$ cat src/design/fer_cfg.svh
`ifndef FER_CFG_SVH
`define FER_CFG_SVH

// Serial register port geometry
`define FER_ADDR_W        7
`define FER_DATA_W        8
`define FER_FRAME_BITS    16

// Register offsets
`define FER_ADDR_SWRESET  7'h00
`define FER_ADDR_LOWPWR   7'h07
`define FER_ADDR_TEST     7'h0d
`define FER_ADDR_BIAS     7'h13

// Field positions
`define FER_SWRESET_BIT   5
`define FER_LOWPWR_BIT    4
`define FER_ALOOP_BIT     7
`define FER_DLOOP_BIT     6
`define FER_RXTRI_BIT     5
`define FER_CGA_MSB       7
`define FER_CGA_LSB       5
`define FER_SGA_MSB       4
`define FER_SGA_LSB       3
`define FER_CONV_MSB      2
`define FER_CONV_LSB      0

// Converter bias code forced by the low-power bit
`define FER_LOWPWR_BIAS   3'h3

// Reset values; low-power register depends on {duplex, config} straps
`define FER_LOWPWR_RST_H0 8'h00
`define FER_LOWPWR_RST_H1 8'h00
`define FER_LOWPWR_RST_F0 8'h00
`define FER_LOWPWR_RST_F1 8'h00
`define FER_TEST_RST      8'h00
`define FER_BIAS_RST      8'h00

// Cycles after system reset spent loading strap defaults
`define FER_INIT_CYCLES   2'h3

`endif

$ cat src/design/fer_pkg.sv
package fer_pkg;

  // Serial port frame states, one-hot
  typedef enum logic [2:0] {
    FER_SP_IDLE  = 3'b001,
    FER_SP_INSTR = 3'b010,
    FER_SP_DATA  = 3'b100
  } fer_sp_state_t;

  // Data interface type chosen by the duplex strap
  typedef enum logic {
    FER_IF_HALF = 1'b0,
    FER_IF_FULL = 1'b1
  } fer_if_mode_t;

endpackage : fer_pkg

$ cat src/design/fer_ctrl.sv
`timescale 1ns/1ps
`include "fer_cfg.svh"

// Overview of operation
// - The duplex strap picks half duplex when low, full duplex when high.
// - Duplex and config straps together pick the register default set.
// - With the serial enable held high the serial port does nothing.
// - Reset pin or software reset bit reloads the strap-chosen defaults.
// - Calibration starts after a pin reset or a system reset with the pin high, never a software reset.
// - Pin and software resets leave the transmit filter data; system reset clears it.
// - Registers take defaults while the pin is low; calibration on rise.
// - Analog loopback feeds converter output into the transmit path.
// - Digital loopback in full duplex copies transmit port to receive.
// - The receive-port tristate bit floats the receive port.
// - Bias register holds three fields at bits 7:5, 4:3 and 2:0.
// - Bias register resets to zero, nominal bias everywhere.
// - Converter low-power bit acts as converter bias code 011.

module fer_ctrl #(
  parameter int ADDR_W = `FER_ADDR_W,
  parameter int DATA_W = `FER_DATA_W
)(
  input  wire logic        clock,
  input  wire logic        rst,
  input  wire logic        resetPinN,
  input  wire logic        duplexSelPin,
  input  wire logic        configSelPin,
  input  wire logic        serialClk,
  input  wire logic        serialPortEnableN,
  input  wire logic        serialDataIn,
  output logic             serialDataOut,
  output logic             serialDataOeN,
  input  wire logic [5:0]  txPortData,
  input  wire logic [5:0]  rxCoreData,
  input  wire logic [11:0] txPathData,
  input  wire logic [11:0] adcData,
  output logic             fullDuplexMode,
  output logic             calStart,
  output logic [11:0]      interpFilterIn,
  output logic [5:0]       rxPortData,
  output logic             rxPortOeN,
  output logic [2:0]       contGainBias,
  output logic [1:0]       switchedGainBias,
  output logic [2:0]       convBias
);

  if (DATA_W != 8 || ADDR_W != 7) begin : gBadWidth
    $error("fer_ctrl: register port is 7-bit address, 8-bit data");
  end

  // Every field must sit inside the register byte
  if (`FER_CGA_MSB >= DATA_W || `FER_SWRESET_BIT >= DATA_W ||
      `FER_ALOOP_BIT >= DATA_W || `FER_LOWPWR_BIT >= DATA_W)
  begin : gBadField
    $error("fer_ctrl: register field outside the data byte");
  end

  logic [2:0]             pinMeta_q, pinMeta_d;
  logic [2:0]             pinSync_q, pinSync_d;
  logic                   resetPrev_q, resetPrev_d;
  logic                   cal_q, cal_d;
  logic [1:0]             initCnt_q, initCnt_d;
  logic                   swReset_q, swReset_d;
  fer_pkg::fer_if_mode_t  mode_q, mode_d;
  logic [DATA_W-1:0]      lowPwr_q, lowPwr_d;
  logic [DATA_W-1:0]      test_q, test_d;
  logic [DATA_W-1:0]      bias_q, bias_d;
  logic [11:0]            filt_q, filt_d;
  logic [5:0]             rxPort_q, rxPort_d;
  logic                   rxOeN_q, rxOeN_d;
  logic [2:0]             convBias_q, convBias_d;
  logic                   wrStrobe;
  logic [ADDR_W-1:0]      regAddr;
  logic [DATA_W-1:0]      wrData;
  logic [DATA_W-1:0]      rdData;
  logic                   hwResetLow;
  logic                   loadDefaults;

  // Strap-dependent default for the converter low-power register
  function automatic logic [7:0] defaultLowPower(input logic duplex,
                                                 input logic cfgStrap);
    case ({duplex, cfgStrap})
      2'b00:   defaultLowPower = `FER_LOWPWR_RST_H0;
      2'b01:   defaultLowPower = `FER_LOWPWR_RST_H1;
      2'b10:   defaultLowPower = `FER_LOWPWR_RST_F0;
      default: defaultLowPower = `FER_LOWPWR_RST_F1;
    endcase
  endfunction : defaultLowPower

  // Register read-back decode; unmapped offsets read zero
  function automatic logic [7:0] readReg(input logic [6:0] addr,
                                         input logic [7:0] lowPwr,
                                         input logic [7:0] test,
                                         input logic [7:0] bias);
    case (addr)
      `FER_ADDR_LOWPWR: readReg = lowPwr;
      `FER_ADDR_TEST:   readReg = test;
      `FER_ADDR_BIAS:   readReg = bias;
      default:          readReg = 8'h00;  // Reset bit never stored
    endcase
  endfunction : readReg

  // Serial register port
  fer_serial_port #(
    .ADDR_W (ADDR_W),
    .DATA_W (DATA_W)
  ) uSerial (
    .clock             (clock),
    .rst               (rst),
    .serialClk         (serialClk),
    .serialPortEnableN (serialPortEnableN),
    .serialDataIn      (serialDataIn),
    .serialDataOut     (serialDataOut),
    .serialDataOeN     (serialDataOeN),
    .wrStrobe          (wrStrobe),
    .regAddr           (regAddr),
    .wrData            (wrData),
    .rdData            (rdData)
  );

  assign rdData = readReg(regAddr, lowPwr_q, test_q, bias_q);

  // Synchronise reset pin and the two straps
  always_comb
  begin
    pinMeta_d = {configSelPin, duplexSelPin, resetPinN};
    pinSync_d = pinMeta_q;
  end

  always_ff @(posedge clock)
  begin
    if (rst)
    begin
      pinMeta_q <= 3'h0;
      pinSync_q <= 3'h0;
    end
    else
    begin
      pinMeta_q <= pinMeta_d;
      pinSync_q <= pinSync_d;
    end
  end

  assign hwResetLow   = ~pinSync_q[0];
  // Pin low, software reset or start-up load the defaults
  assign loadDefaults = hwResetLow | swReset_q | (initCnt_q != 2'h0);

  // Reset sequencing: start-up load, software reset, calibration start
  always_comb
  begin
    resetPrev_d = pinSync_q[0];
    cal_d       = pinSync_q[0] & ~resetPrev_q;       // Rise of pin
    initCnt_d   = (initCnt_q != 2'h0) ? initCnt_q - 2'h1 : 2'h0;
    swReset_d   = wrStrobe & (regAddr == `FER_ADDR_SWRESET)
                & wrData[`FER_SWRESET_BIT];           // One cycle only
  end

  always_ff @(posedge clock)
  begin
    if (rst)
    begin
      resetPrev_q <= 1'b0;
      cal_q       <= 1'b0;
      initCnt_q   <= `FER_INIT_CYCLES;
      swReset_q   <= 1'b0;
    end
    else
    begin
      resetPrev_q <= resetPrev_d;
      cal_q       <= cal_d;
      initCnt_q   <= initCnt_d;
      swReset_q   <= swReset_d;
    end
  end

  // Interface type follows the duplex strap while defaults load
  always_comb
  begin
    mode_d = mode_q;
    if (loadDefaults)
      mode_d = fer_pkg::fer_if_mode_t'(pinSync_q[1]);
  end

  always_ff @(posedge clock)
  begin
    if (rst)
    begin
      mode_q <= fer_pkg::FER_IF_HALF;
    end
    else
    begin
      mode_q <= mode_d;
    end
  end

  // Register file; defaults win over writes while loading
  always_comb
  begin
    lowPwr_d = lowPwr_q;
    test_d   = test_q;
    bias_d   = bias_q;
    if (loadDefaults)
    begin
      lowPwr_d = defaultLowPower(pinSync_q[1], pinSync_q[2]);
      test_d   = `FER_TEST_RST;
      bias_d   = `FER_BIAS_RST;
    end
    else if (wrStrobe)
    begin
      case (regAddr)
        `FER_ADDR_LOWPWR: lowPwr_d = wrData;
        `FER_ADDR_TEST:   test_d   = wrData;
        `FER_ADDR_BIAS:   bias_d   = wrData;
        default:          ;
      endcase
    end
  end

  always_ff @(posedge clock)
  begin
    if (rst)
    begin
      lowPwr_q <= `FER_LOWPWR_RST_H0;
      test_q   <= `FER_TEST_RST;
      bias_q   <= `FER_BIAS_RST;
    end
    else
    begin
      lowPwr_q <= lowPwr_d;
      test_q   <= test_d;
      bias_q   <= bias_d;
    end
  end

  // Transmit filter feed; only system reset clears it, not pin or software reset
  always_comb
  begin
    filt_d = test_q[`FER_ALOOP_BIT] ? adcData : txPathData;
  end

  always_ff @(posedge clock)
  begin
    if (rst)
    begin
      filt_q <= 12'h000;
    end
    else
    begin
      filt_q <= filt_d;
    end
  end

  // Receive port: digital loopback in full duplex, optional float
  always_comb
  begin
    if (test_q[`FER_DLOOP_BIT] && mode_q == fer_pkg::FER_IF_FULL)
      rxPort_d = txPortData;
    else
      rxPort_d = rxCoreData;
    rxOeN_d = test_q[`FER_RXTRI_BIT];
  end

  always_ff @(posedge clock)
  begin
    if (rst)
    begin
      rxPort_q <= 6'h00;
      rxOeN_q  <= 1'b1;
    end
    else
    begin
      rxPort_q <= rxPort_d;
      rxOeN_q  <= rxOeN_d;
    end
  end

  // Effective converter bias; low-power bit overrides the code
  always_comb
  begin
    if (lowPwr_q[`FER_LOWPWR_BIT])
      convBias_d = `FER_LOWPWR_BIAS;
    else
      convBias_d = bias_q[`FER_CONV_MSB:`FER_CONV_LSB];
  end

  always_ff @(posedge clock)
  begin
    if (rst)
    begin
      convBias_q <= 3'h0;
    end
    else
    begin
      convBias_q <= convBias_d;
    end
  end

  // Outputs
  assign fullDuplexMode   = (mode_q == fer_pkg::FER_IF_FULL);
  assign calStart         = cal_q;
  assign interpFilterIn   = filt_q;
  assign rxPortData       = rxPort_q;
  assign rxPortOeN        = rxOeN_q;
  assign contGainBias     = bias_q[`FER_CGA_MSB:`FER_CGA_LSB];
  assign switchedGainBias = bias_q[`FER_SGA_MSB:`FER_SGA_LSB];
  assign convBias         = convBias_q;

endmodule : fer_ctrl

$ cat src/design/fer_serial_port.sv
`timescale 1ns/1ps
`include "fer_cfg.svh"

module fer_serial_port #(
  parameter int ADDR_W = `FER_ADDR_W,
  parameter int DATA_W = `FER_DATA_W
)(
  input  wire logic              clock,
  input  wire logic              rst,
  input  wire logic              serialClk,
  input  wire logic              serialPortEnableN,
  input  wire logic              serialDataIn,
  output logic                   serialDataOut,
  output logic                   serialDataOeN,
  output logic                   wrStrobe,
  output logic [ADDR_W-1:0]      regAddr,
  output logic [DATA_W-1:0]      wrData,
  input  wire logic [DATA_W-1:0] rdData
);

  if (ADDR_W + 1 != DATA_W) begin : gBadWidth
    $error("fer_serial_port: instruction must be one byte");
  end

  logic [2:0]                 meta_q, meta_d;
  logic [2:0]                 sync_q, sync_d;
  logic                       clkPrev_q, clkPrev_d;
  fer_pkg::fer_sp_state_t     state_q, state_d;
  logic [3:0]                 count_q, count_d;
  logic [DATA_W-1:0]          shift_q, shift_d;
  logic [DATA_W-1:0]          out_q, out_d;
  logic                       read_q, read_d;
  logic [ADDR_W-1:0]          addr_q, addr_d;
  logic                       wr_q, wr_d;
  logic                       rise;
  logic                       enabled;

  // Two-stage synchronisers for clock, enable and data pins
  always_comb
  begin
    meta_d    = {serialClk, serialPortEnableN, serialDataIn};
    sync_d    = meta_q;
    clkPrev_d = sync_q[2];
  end

  assign rise    = sync_q[2] & ~clkPrev_q;
  assign enabled = ~sync_q[1];

  // Frame sequencer: 8-bit instruction then 8 data bits, MSB first
  always_comb
  begin
    state_d = state_q;
    count_d = count_q;
    shift_d = shift_q;
    out_d   = out_q;
    read_d  = read_q;
    addr_d  = addr_q;
    wr_d    = 1'b0;
    case (state_q)
      fer_pkg::FER_SP_IDLE:
      begin
        count_d = 4'h0;
        if (enabled)               // Enable held high keeps port dead
          state_d = fer_pkg::FER_SP_INSTR;
      end
      fer_pkg::FER_SP_INSTR:
      begin
        if (!enabled)
          state_d = fer_pkg::FER_SP_IDLE;
        else if (rise)
        begin
          shift_d = {shift_q[DATA_W-2:0], sync_q[0]};
          count_d = count_q + 4'h1;
          if (count_q == 4'h7)
          begin
            read_d  = shift_q[DATA_W-2];
            addr_d  = {shift_q[ADDR_W-2:0], sync_q[0]};
            count_d = 4'h0;
            state_d = fer_pkg::FER_SP_DATA;
          end
        end
      end
      fer_pkg::FER_SP_DATA:
      begin
        if (count_q == 4'h0 && read_q)
          out_d = rdData;
        if (!enabled)
          state_d = fer_pkg::FER_SP_IDLE;
        else if (rise)
        begin
          shift_d = {shift_q[DATA_W-2:0], sync_q[0]};
          out_d   = {out_q[DATA_W-2:0], 1'b0};
          count_d = count_q + 4'h1;
          if (count_q == 4'h7)
          begin
            wr_d    = ~read_q;
            count_d = 4'h0;
            state_d = fer_pkg::FER_SP_INSTR;
          end
        end
      end
      default:
        state_d = fer_pkg::FER_SP_IDLE;
    endcase
  end

  // Port registers
  always_ff @(posedge clock)
  begin
    if (rst)
    begin
      meta_q    <= 3'h2;
      sync_q    <= 3'h2;
      clkPrev_q <= 1'b0;
      state_q   <= fer_pkg::FER_SP_IDLE;
      count_q   <= 4'h0;
      shift_q   <= '0;
      out_q     <= '0;
      read_q    <= 1'b0;
      addr_q    <= '0;
      wr_q      <= 1'b0;
    end
    else
    begin
      meta_q    <= meta_d;
      sync_q    <= sync_d;
      clkPrev_q <= clkPrev_d;
      state_q   <= state_d;
      count_q   <= count_d;
      shift_q   <= shift_d;
      out_q     <= out_d;
      read_q    <= read_d;
      addr_q    <= addr_d;
      wr_q      <= wr_d;
    end
  end

  // Drive data line only during read data phase
  assign serialDataOut = out_q[DATA_W-1];
  assign serialDataOeN = ~((state_q == fer_pkg::FER_SP_DATA) & read_q);
  assign wrStrobe      = wr_q;
  assign regAddr       = addr_q;
  assign wrData        = shift_q;

endmodule : fer_serial_port

$ cat config.mk
export PLATFORM = sky130hd
export DESIGN_NAME = fer_ctrl
export DESIGN_NICKNAME = d
export VERILOG_FILES = /design/src/design/fer_pkg.sv /design/src/design/fer_ctrl.sv /design/src/design/fer_serial_port.sv
export VERILOG_INCLUDE_DIRS = /design/src /design/src/design
export SDC_FILE = /design/constraint.sdc
export NUM_CORES = 1
export LEC_CHECK = 0
export BUFFER_PORTS_ARGS = -buffer_cell sky130_fd_sc_hd__buf_4
export CAP_MARGIN = 20
export CORE_ASPECT_RATIO = 0.9
export CORE_MARGIN = 3
export CORE_UTILIZATION = 30
export CTS_BUF_LIST = sky130_fd_sc_hd__clkbuf_4 sky130_fd_sc_hd__clkbuf_8
export CTS_CLUSTER_DIAMETER = 100
export DETAILED_ROUTE_END_ITERATION = 8
export PLACE_DENSITY = 0.51
export SYNTH_ARGS = -nofsm -noshare
export SYNTH_HDL_FRONTEND = slang
export SYNTH_HIERARCHICAL = 1
export SYNTH_SLANG_ARGS = --single-unit
$ cat constraint.sdc
create_clock -name clock -period 2 [get_ports clock]
set_input_delay 0.1 -clock clock [delete_from_list [all_inputs] [get_ports clock]]
set_output_delay 0.1 -clock clock [all_outputs]
set_load 0.03 [all_outputs]
# Yosys cells after proc, flatten, opt, wreduce, memory -nomap -nowiden
# Index checks and enable logic that the tools add are counted.
# word_totals
inputBits	44
word_cells	94
out_inout_bits	31
regBits	95
# op_classes
reduce_logical	17
n_bitwise	16
eq_ne	14
addsub	2
mux	20
# ops
cell	n
two-way mux 8 bit	3
one-hot mux 8 bit (3 select lines)	1
two-way mux 3 bit	7
two-way mux 12 bit	1
two-way mux 4 bit	3
inequality test 3 x 1 -> 1 bit (second input constant)	4
inverter 1 bit	9
one-hot mux 3 bit (3 select lines)	1
one-hot mux 4 bit (2 select lines)	1
equality test 7 x 3 -> 1 bit (second input constant)	1
equality test 7 x 4 -> 1 bit (second input constant)	1
equality test 7 x 5 -> 1 bit (second input constant)	1
logical NOT 7 bit	1
two-way mux 6 bit	1
AND reduction 2 bit	3
AND reduction 3 bit	2
OR reduction 2 bit	3
AND 1 bit	5
AND reduction 5 bit	1
OR reduction 5 bit	1
adder 4 x 1 -> 4 bit (second input constant)	1
equality test 4 x 3 -> 1 bit (second input constant)	1
logical NOT 4 bit	1
two-way mux 2 bit	2
other kinds (10)	14

# Logic depth before layout (Yosys ltp)
# logic_depth
depth_word	5
mapped_depth	7
ltp_nobuf	6

# By module
# Netlist, hierarchy kept.
# modules_own_cells
module	area_per_inst_um2	cells_per_inst	seq_area_each_um2	instances
fer_ctrl	2304.7	256	1121.1	1
fer_serial_port	1766.7	178	780.7	1

# Least setup slack after synthesis
# Ideal clock, no wire load.
# synth_timing
path_type	register to register
from	register uSerial.addr_q[0], in the netlist uSerial/regAddr[0]
to	register uSerial.out_q[2]
setup_slack_ns	0.471
synth_period_minus_slack_ns	1.529
stages_incl_launch_ff	7
t_required_ns	1.912
t_arrival_ns	1.441
n_path_buf	1
setup_ns	0.088
path_cell_list	dfxtp_1 or3b_1 buf_4 nor2_8 a221o_1 nand2_1 a311oi_2
# synth_via
elab_chain_cells	5
elab_cells_between_ends	7
cone_classes	eq/ne (3); mux (4)
# synth_lines
element	line	text
start, declared	fer_serial_port.sv:33	logic [ADDR_W-1:0] addr_q, addr_d;
start signal, assigned	fer_serial_port.sv:133	addr_q <= addr_d;
equality test 7 x 5 -> 1 bit, or another cell as far along	fer_ctrl.sv:95	case (addr)
one-hot mux 8 bit (3 select lines) (*)	fer_ctrl.sv:95	
via rdData[2]	fer_ctrl.sv:75	logic [DATA_W-1:0] rdData;
two-way mux 8 bit (*)	fer_serial_port.sv:85	if (count_q == 4'h0 && read_q)
two-way mux 8 bit	fer_serial_port.sv:89	else if (rise)
two-way mux 8 bit (*)	fer_serial_port.sv:87	if (!enabled)
end signal, assigned	fer_serial_port.sv:131	out_q <= out_d;
end, declared	fer_serial_port.sv:31	logic [DATA_W-1:0] out_q, out_d;
# The timed path passes the listed nets; every way through them passes the cells marked *.
# A chain may end at the register's enable or synchronous reset.

# Final worst setup path
# layout_timing
from	register uSerial.state_q[2]
to	output serialDataOeN
# layout_via
elab_chain_cells	3
# layout_lines
element	line	text
start, declared	fer_serial_port.sv:28	fer_pkg::fer_sp_state_t state_q, state_d;
start signal, assigned	fer_serial_port.sv:115	state_q <= fer_pkg::FER_SP_IDLE;
start signal, assigned	fer_serial_port.sv:128	state_q <= state_d;
equality test 3 bit	fer_serial_port.sv:140	assign serialDataOeN = ~((state_q == fer_pkg::FER_SP_DATA) & read_q);
AND 1 bit	fer_serial_port.sv:140	
inverter 1 bit	fer_serial_port.sv:140	
end, declared	fer_ctrl.sv:32	output logic serialDataOeN,
# Every way passes these cells.

==> summary.md <==
| Metric | Value |
|---|---|
| Ports | between 70 and 80 |
| Detailed Route Iter0 Violations | 256 |
| Postcts setup bufs | 0 |
| Largest stage delay on the critical path | about 0.60 ns |
| Die Wd | 128.8 µm |
| Average wire length per cell after detail routing | 15.36 µm |
| Area share of the largest cell type after synthesis | around 47% |
| Global-route wire length before repair | 17250 µm |
| Status | completed |
| Syn nets | 480 |
| CP Buf/Inv Count | 1 |
| Number of max-slew violations in the final report | 0 |
| Largest vdd supply drop | 340.0 µV |
| Worst hold margin | 0.2036 ns |
| Proportion of layout cells with a drive suffix above 1 | 23.75% |
| Commonest non-fill, non-tap cell in the layout | sky130_fd_sc_hd__dfxtp_1 |
| Clk Tree Root Cell | sky130_fd_sc_hd__clkbuf_8 |
| Setup violations, final | 0 |
| Worst clock skew | 0.008292 ns |
| Critical path fanouts, max | 12 |
| Number of hold violations in the final report | 0 |
| Full die area | 0.01501 mm² |
| Largest area contributor in the netlist | sky130_fd_sc_hd__dfxtp_1 |
| Drt via density | 4.898 |
| Max stage delay cell, worst path | sky130_fd_sc_hd__dfxtp_1 |
| RePlAce Congestion | 0.8133 |
| Layout net count | 580 |
| Maximum capacitance violations | 0 |
| Netlist Area Pre-Place | between 0.004 and 0.005 mm² |
| Maximum number of buffers from clock root to sink | 2 |
| Library cells used by synthesis | 53 |
| Static Leakage | between 2 and 2.5 nW |
| Number of storage elements in the synthesis netlist | 95 |
| Worst EP arrival | between 1.5 and 2 ns |
| Remaining number of nets flagged by the antenna check after routing | 0 |
| Per-instance average area after synthesis | 9.381 µm² |
| # fillers | between 1000 and 1500 |
| Number of H-tree levels | 3 |
| Worst rel slew slack | 59.95% |
| Antenna diodes | 0 |
| Critical path endpoint category | primary output |
| Layout Area Growth over Synthesis | 31.22% |
| Slew at the pin closest to its max-slew limit | 0.6007 ns |
| DPL Wire Length | 7228 µm |
| Share of the clock period used by the worst path after layout | about nine tenths |
| Vert. Die Dim | 116.5 µm |
| Cell family with the largest share of critical-path delay | flip-flops |
| Total global-route track usage | 14.58% |
| Clock edge transition at the registers on the reported setup and hold paths | 0.09 ns |
| Number of antenna violations at the first check in global routing | 0 |
| Total clock buffers created by CTS | 9 |
| Upper clock frequency limit | 555.9 MHz |
| Residual overflow from global routing | 0 |
| Period minus WS final | 1.799 ns |
| Yosys Warn Count | 6 |
| Power Density | 654.3 mW/mm² |
| Standard-cell row count | 39 |
| Clock sinks | 95 |
| Critical path start-end classification | flop to primary output |
| Proportion of register bits with asynchronous set or reset after synthesis | 0% |
| Most frequently used flop master after synthesis | sky130_fd_sc_hd__dfxtp_1 |
| Routed via count | ~3400 |
| Pin count of the biggest net entering global routing | between 50 and 60 |
| Sequential fraction of the synthesis area | 46.71% |
| Count of input and output buffers | 73 |
| Total Routed Length | approximately 11000 µm |
| Clk_lat worst skew | 0.37 ns |
| Commonest cells after routing, fill and taps aside | sky130_fd_sc_hd__dfxtp_1, sky130_fd_sc_hd__buf_4, sky130_fd_sc_hd__nor2_1, sky130_fd_sc_hd__dlygate4sd3_1, sky130_fd_sc_hd__a21oi_1 |
| First-pass DRT Iterations | 4 |
| Number of global-route vias before repair | 3324 |
| Cell count after synthesis | 434 |
| Leading post-synthesis cells by cell area | sky130_fd_sc_hd__dfxtp_1, sky130_fd_sc_hd__mux2i_1, sky130_fd_sc_hd__a21oi_1 |
| CP cell instances | nor3b_4 -> nand2_1 -> buf_4 |
| RSZ-0062 raised after global routing | false |
| Post-synth EDFFs | 0 |
| Type of the tightest min-delay check | input port to flop |
| Count of unresolved DRC violations after routing | 0 |
| Starting utilization of the core area | 31.37% |
| Total core area | 0.01298 mm² |
| CP Launch Type | flop |
| CP required | 1.90 ns |
| Setup Total Neg Slack | 0 ns |
| CTS tree | built |
-- per-stage QoR --
step           utilization [%]  setup WS (ns)  instances  power [mW]  instance area [µm²]
6_report                 41.16         0.2012        703       3.496                 5343
5_1_grt                  41.16        0.04449        703       3.650                 5343
4_1_cts                  41.14         0.1143        703       3.546                 5340
2_1_floorplan                -         0.4710        434       2.093                 4071
3_5_place_dp             36.42         0.1206        646       2.206                 4727
3_3_place_gp             36.42         0.2097        646       2.204                 4727
-- report_power, final --
part | switching (mW) | internal [mW] | total [mW]
combinational | 0.120 | 0.157 | 0.277
sequential | 0.0210 | 1.93 | 1.95
clock | 0.678 | 0.593 | 1.27
-- flip-flops by register name (all words and copies together) (netlist names), 3 cells and up --
signal	flops
bias_q	8
interpFilterIn	12
uSerial/count_q	4
test_q	8
uSerial/out_q	8
convBias	3
rxPortData	6
uSerial/regAddr	7
lowPwr_q	8
uSerial/sync_q	3
uSerial/wrData	8
uSerial/meta_q	3
uSerial/state_q	3
-- Yosys cell counts, types with 5 or more instances --
| master | number |
|---|---|
| sky130_fd_sc_hd__a21oi_1 | 38 |
| sky130_fd_sc_hd__a221o_1 | 8 |
| sky130_fd_sc_hd__buf_2 | 13 |
| sky130_fd_sc_hd__buf_4 | 7 |
| sky130_fd_sc_hd__clkbuf_1 | 14 |
| sky130_fd_sc_hd__dfxtp_1 | 95 |
| sky130_fd_sc_hd__inv_1 | 11 |
| sky130_fd_sc_hd__mux2i_1 | 30 |
| sky130_fd_sc_hd__nand2_1 | 24 |
| sky130_fd_sc_hd__nand3_1 | 35 |
| sky130_fd_sc_hd__nor2_1 | 41 |
| sky130_fd_sc_hd__nor2b_1 | 15 |
| sky130_fd_sc_hd__nor3_1 | 9 |
| sky130_fd_sc_hd__nor4bb_1 | 5 |
| sky130_fd_sc_hd__o21ai_0 | 23 |
-- kinds of logic after synthesis --
group	Yosys count	share of synthesized area, %
compound gates	91	14.63
xor+xnor	1	0.2152
fa+ha+maj	2	0.6145
buf+inv	49	6.177
flops	95	46.71
mux	31	7.652
simple gates	165	24.00
-- layer usage --
metal  global-route usage (%)  wire length (µm)  up-vias
met4                    4.059               129        0
met2                    23.03              5128       69
met5                        0                 0        -
li1                         -                 -     1722
met3                    4.252               448        9
met1                    19.53              5088     1643
-- layout make-up --
cell class / count / area, µm² / share of cell area [%]
tap: 164 / 205.2 / 3.841
clock buffer: 13 / 178.9 / 3.349
clock inverter: 3 / 23.77 / 0.4450
multi-input combinational: 290 / 1936 / 36.23
timing repair buffer: 127 / 1056 / 19.77
sequential: 95 / 1902 / 35.60
inverter: 11 / 41.29 / 0.7728
-- repair_timing --
item,in CTS,in global routing
endpoints found under the setup margin,0,2
gates resized for setup,0,1
endpoints found under the hold margin,23,0
hold buffers,41,0
-- worst register-to-register path, stage by stage, from the launching register on --
cell and delay, ns:
sky130_fd_sc_hd__dfxtp_1 0.60, sky130_fd_sc_hd__nor3b_4 0.44, sky130_fd_sc_hd__o21a_4 0.31, sky130_fd_sc_hd__nor2_1 0.08
sky130_fd_sc_hd__a311oi_2 0.23
-- worst paths after layout --
kind                            slack (ns)  cells after the start                to               start
worst max-delay path                  0.20                      3     serialDataOeN  uSerial/state_q[2]
worst min-delay path                  0.20                      2       convBias[1]                 rst
worst max register to register        0.26                      4  uSerial/out_q[2]  uSerial/state_q[2]
worst min register to register        0.40                      1          calStart         resetPrev_q
Note: power is estimated with default switching activity, not from simulation.
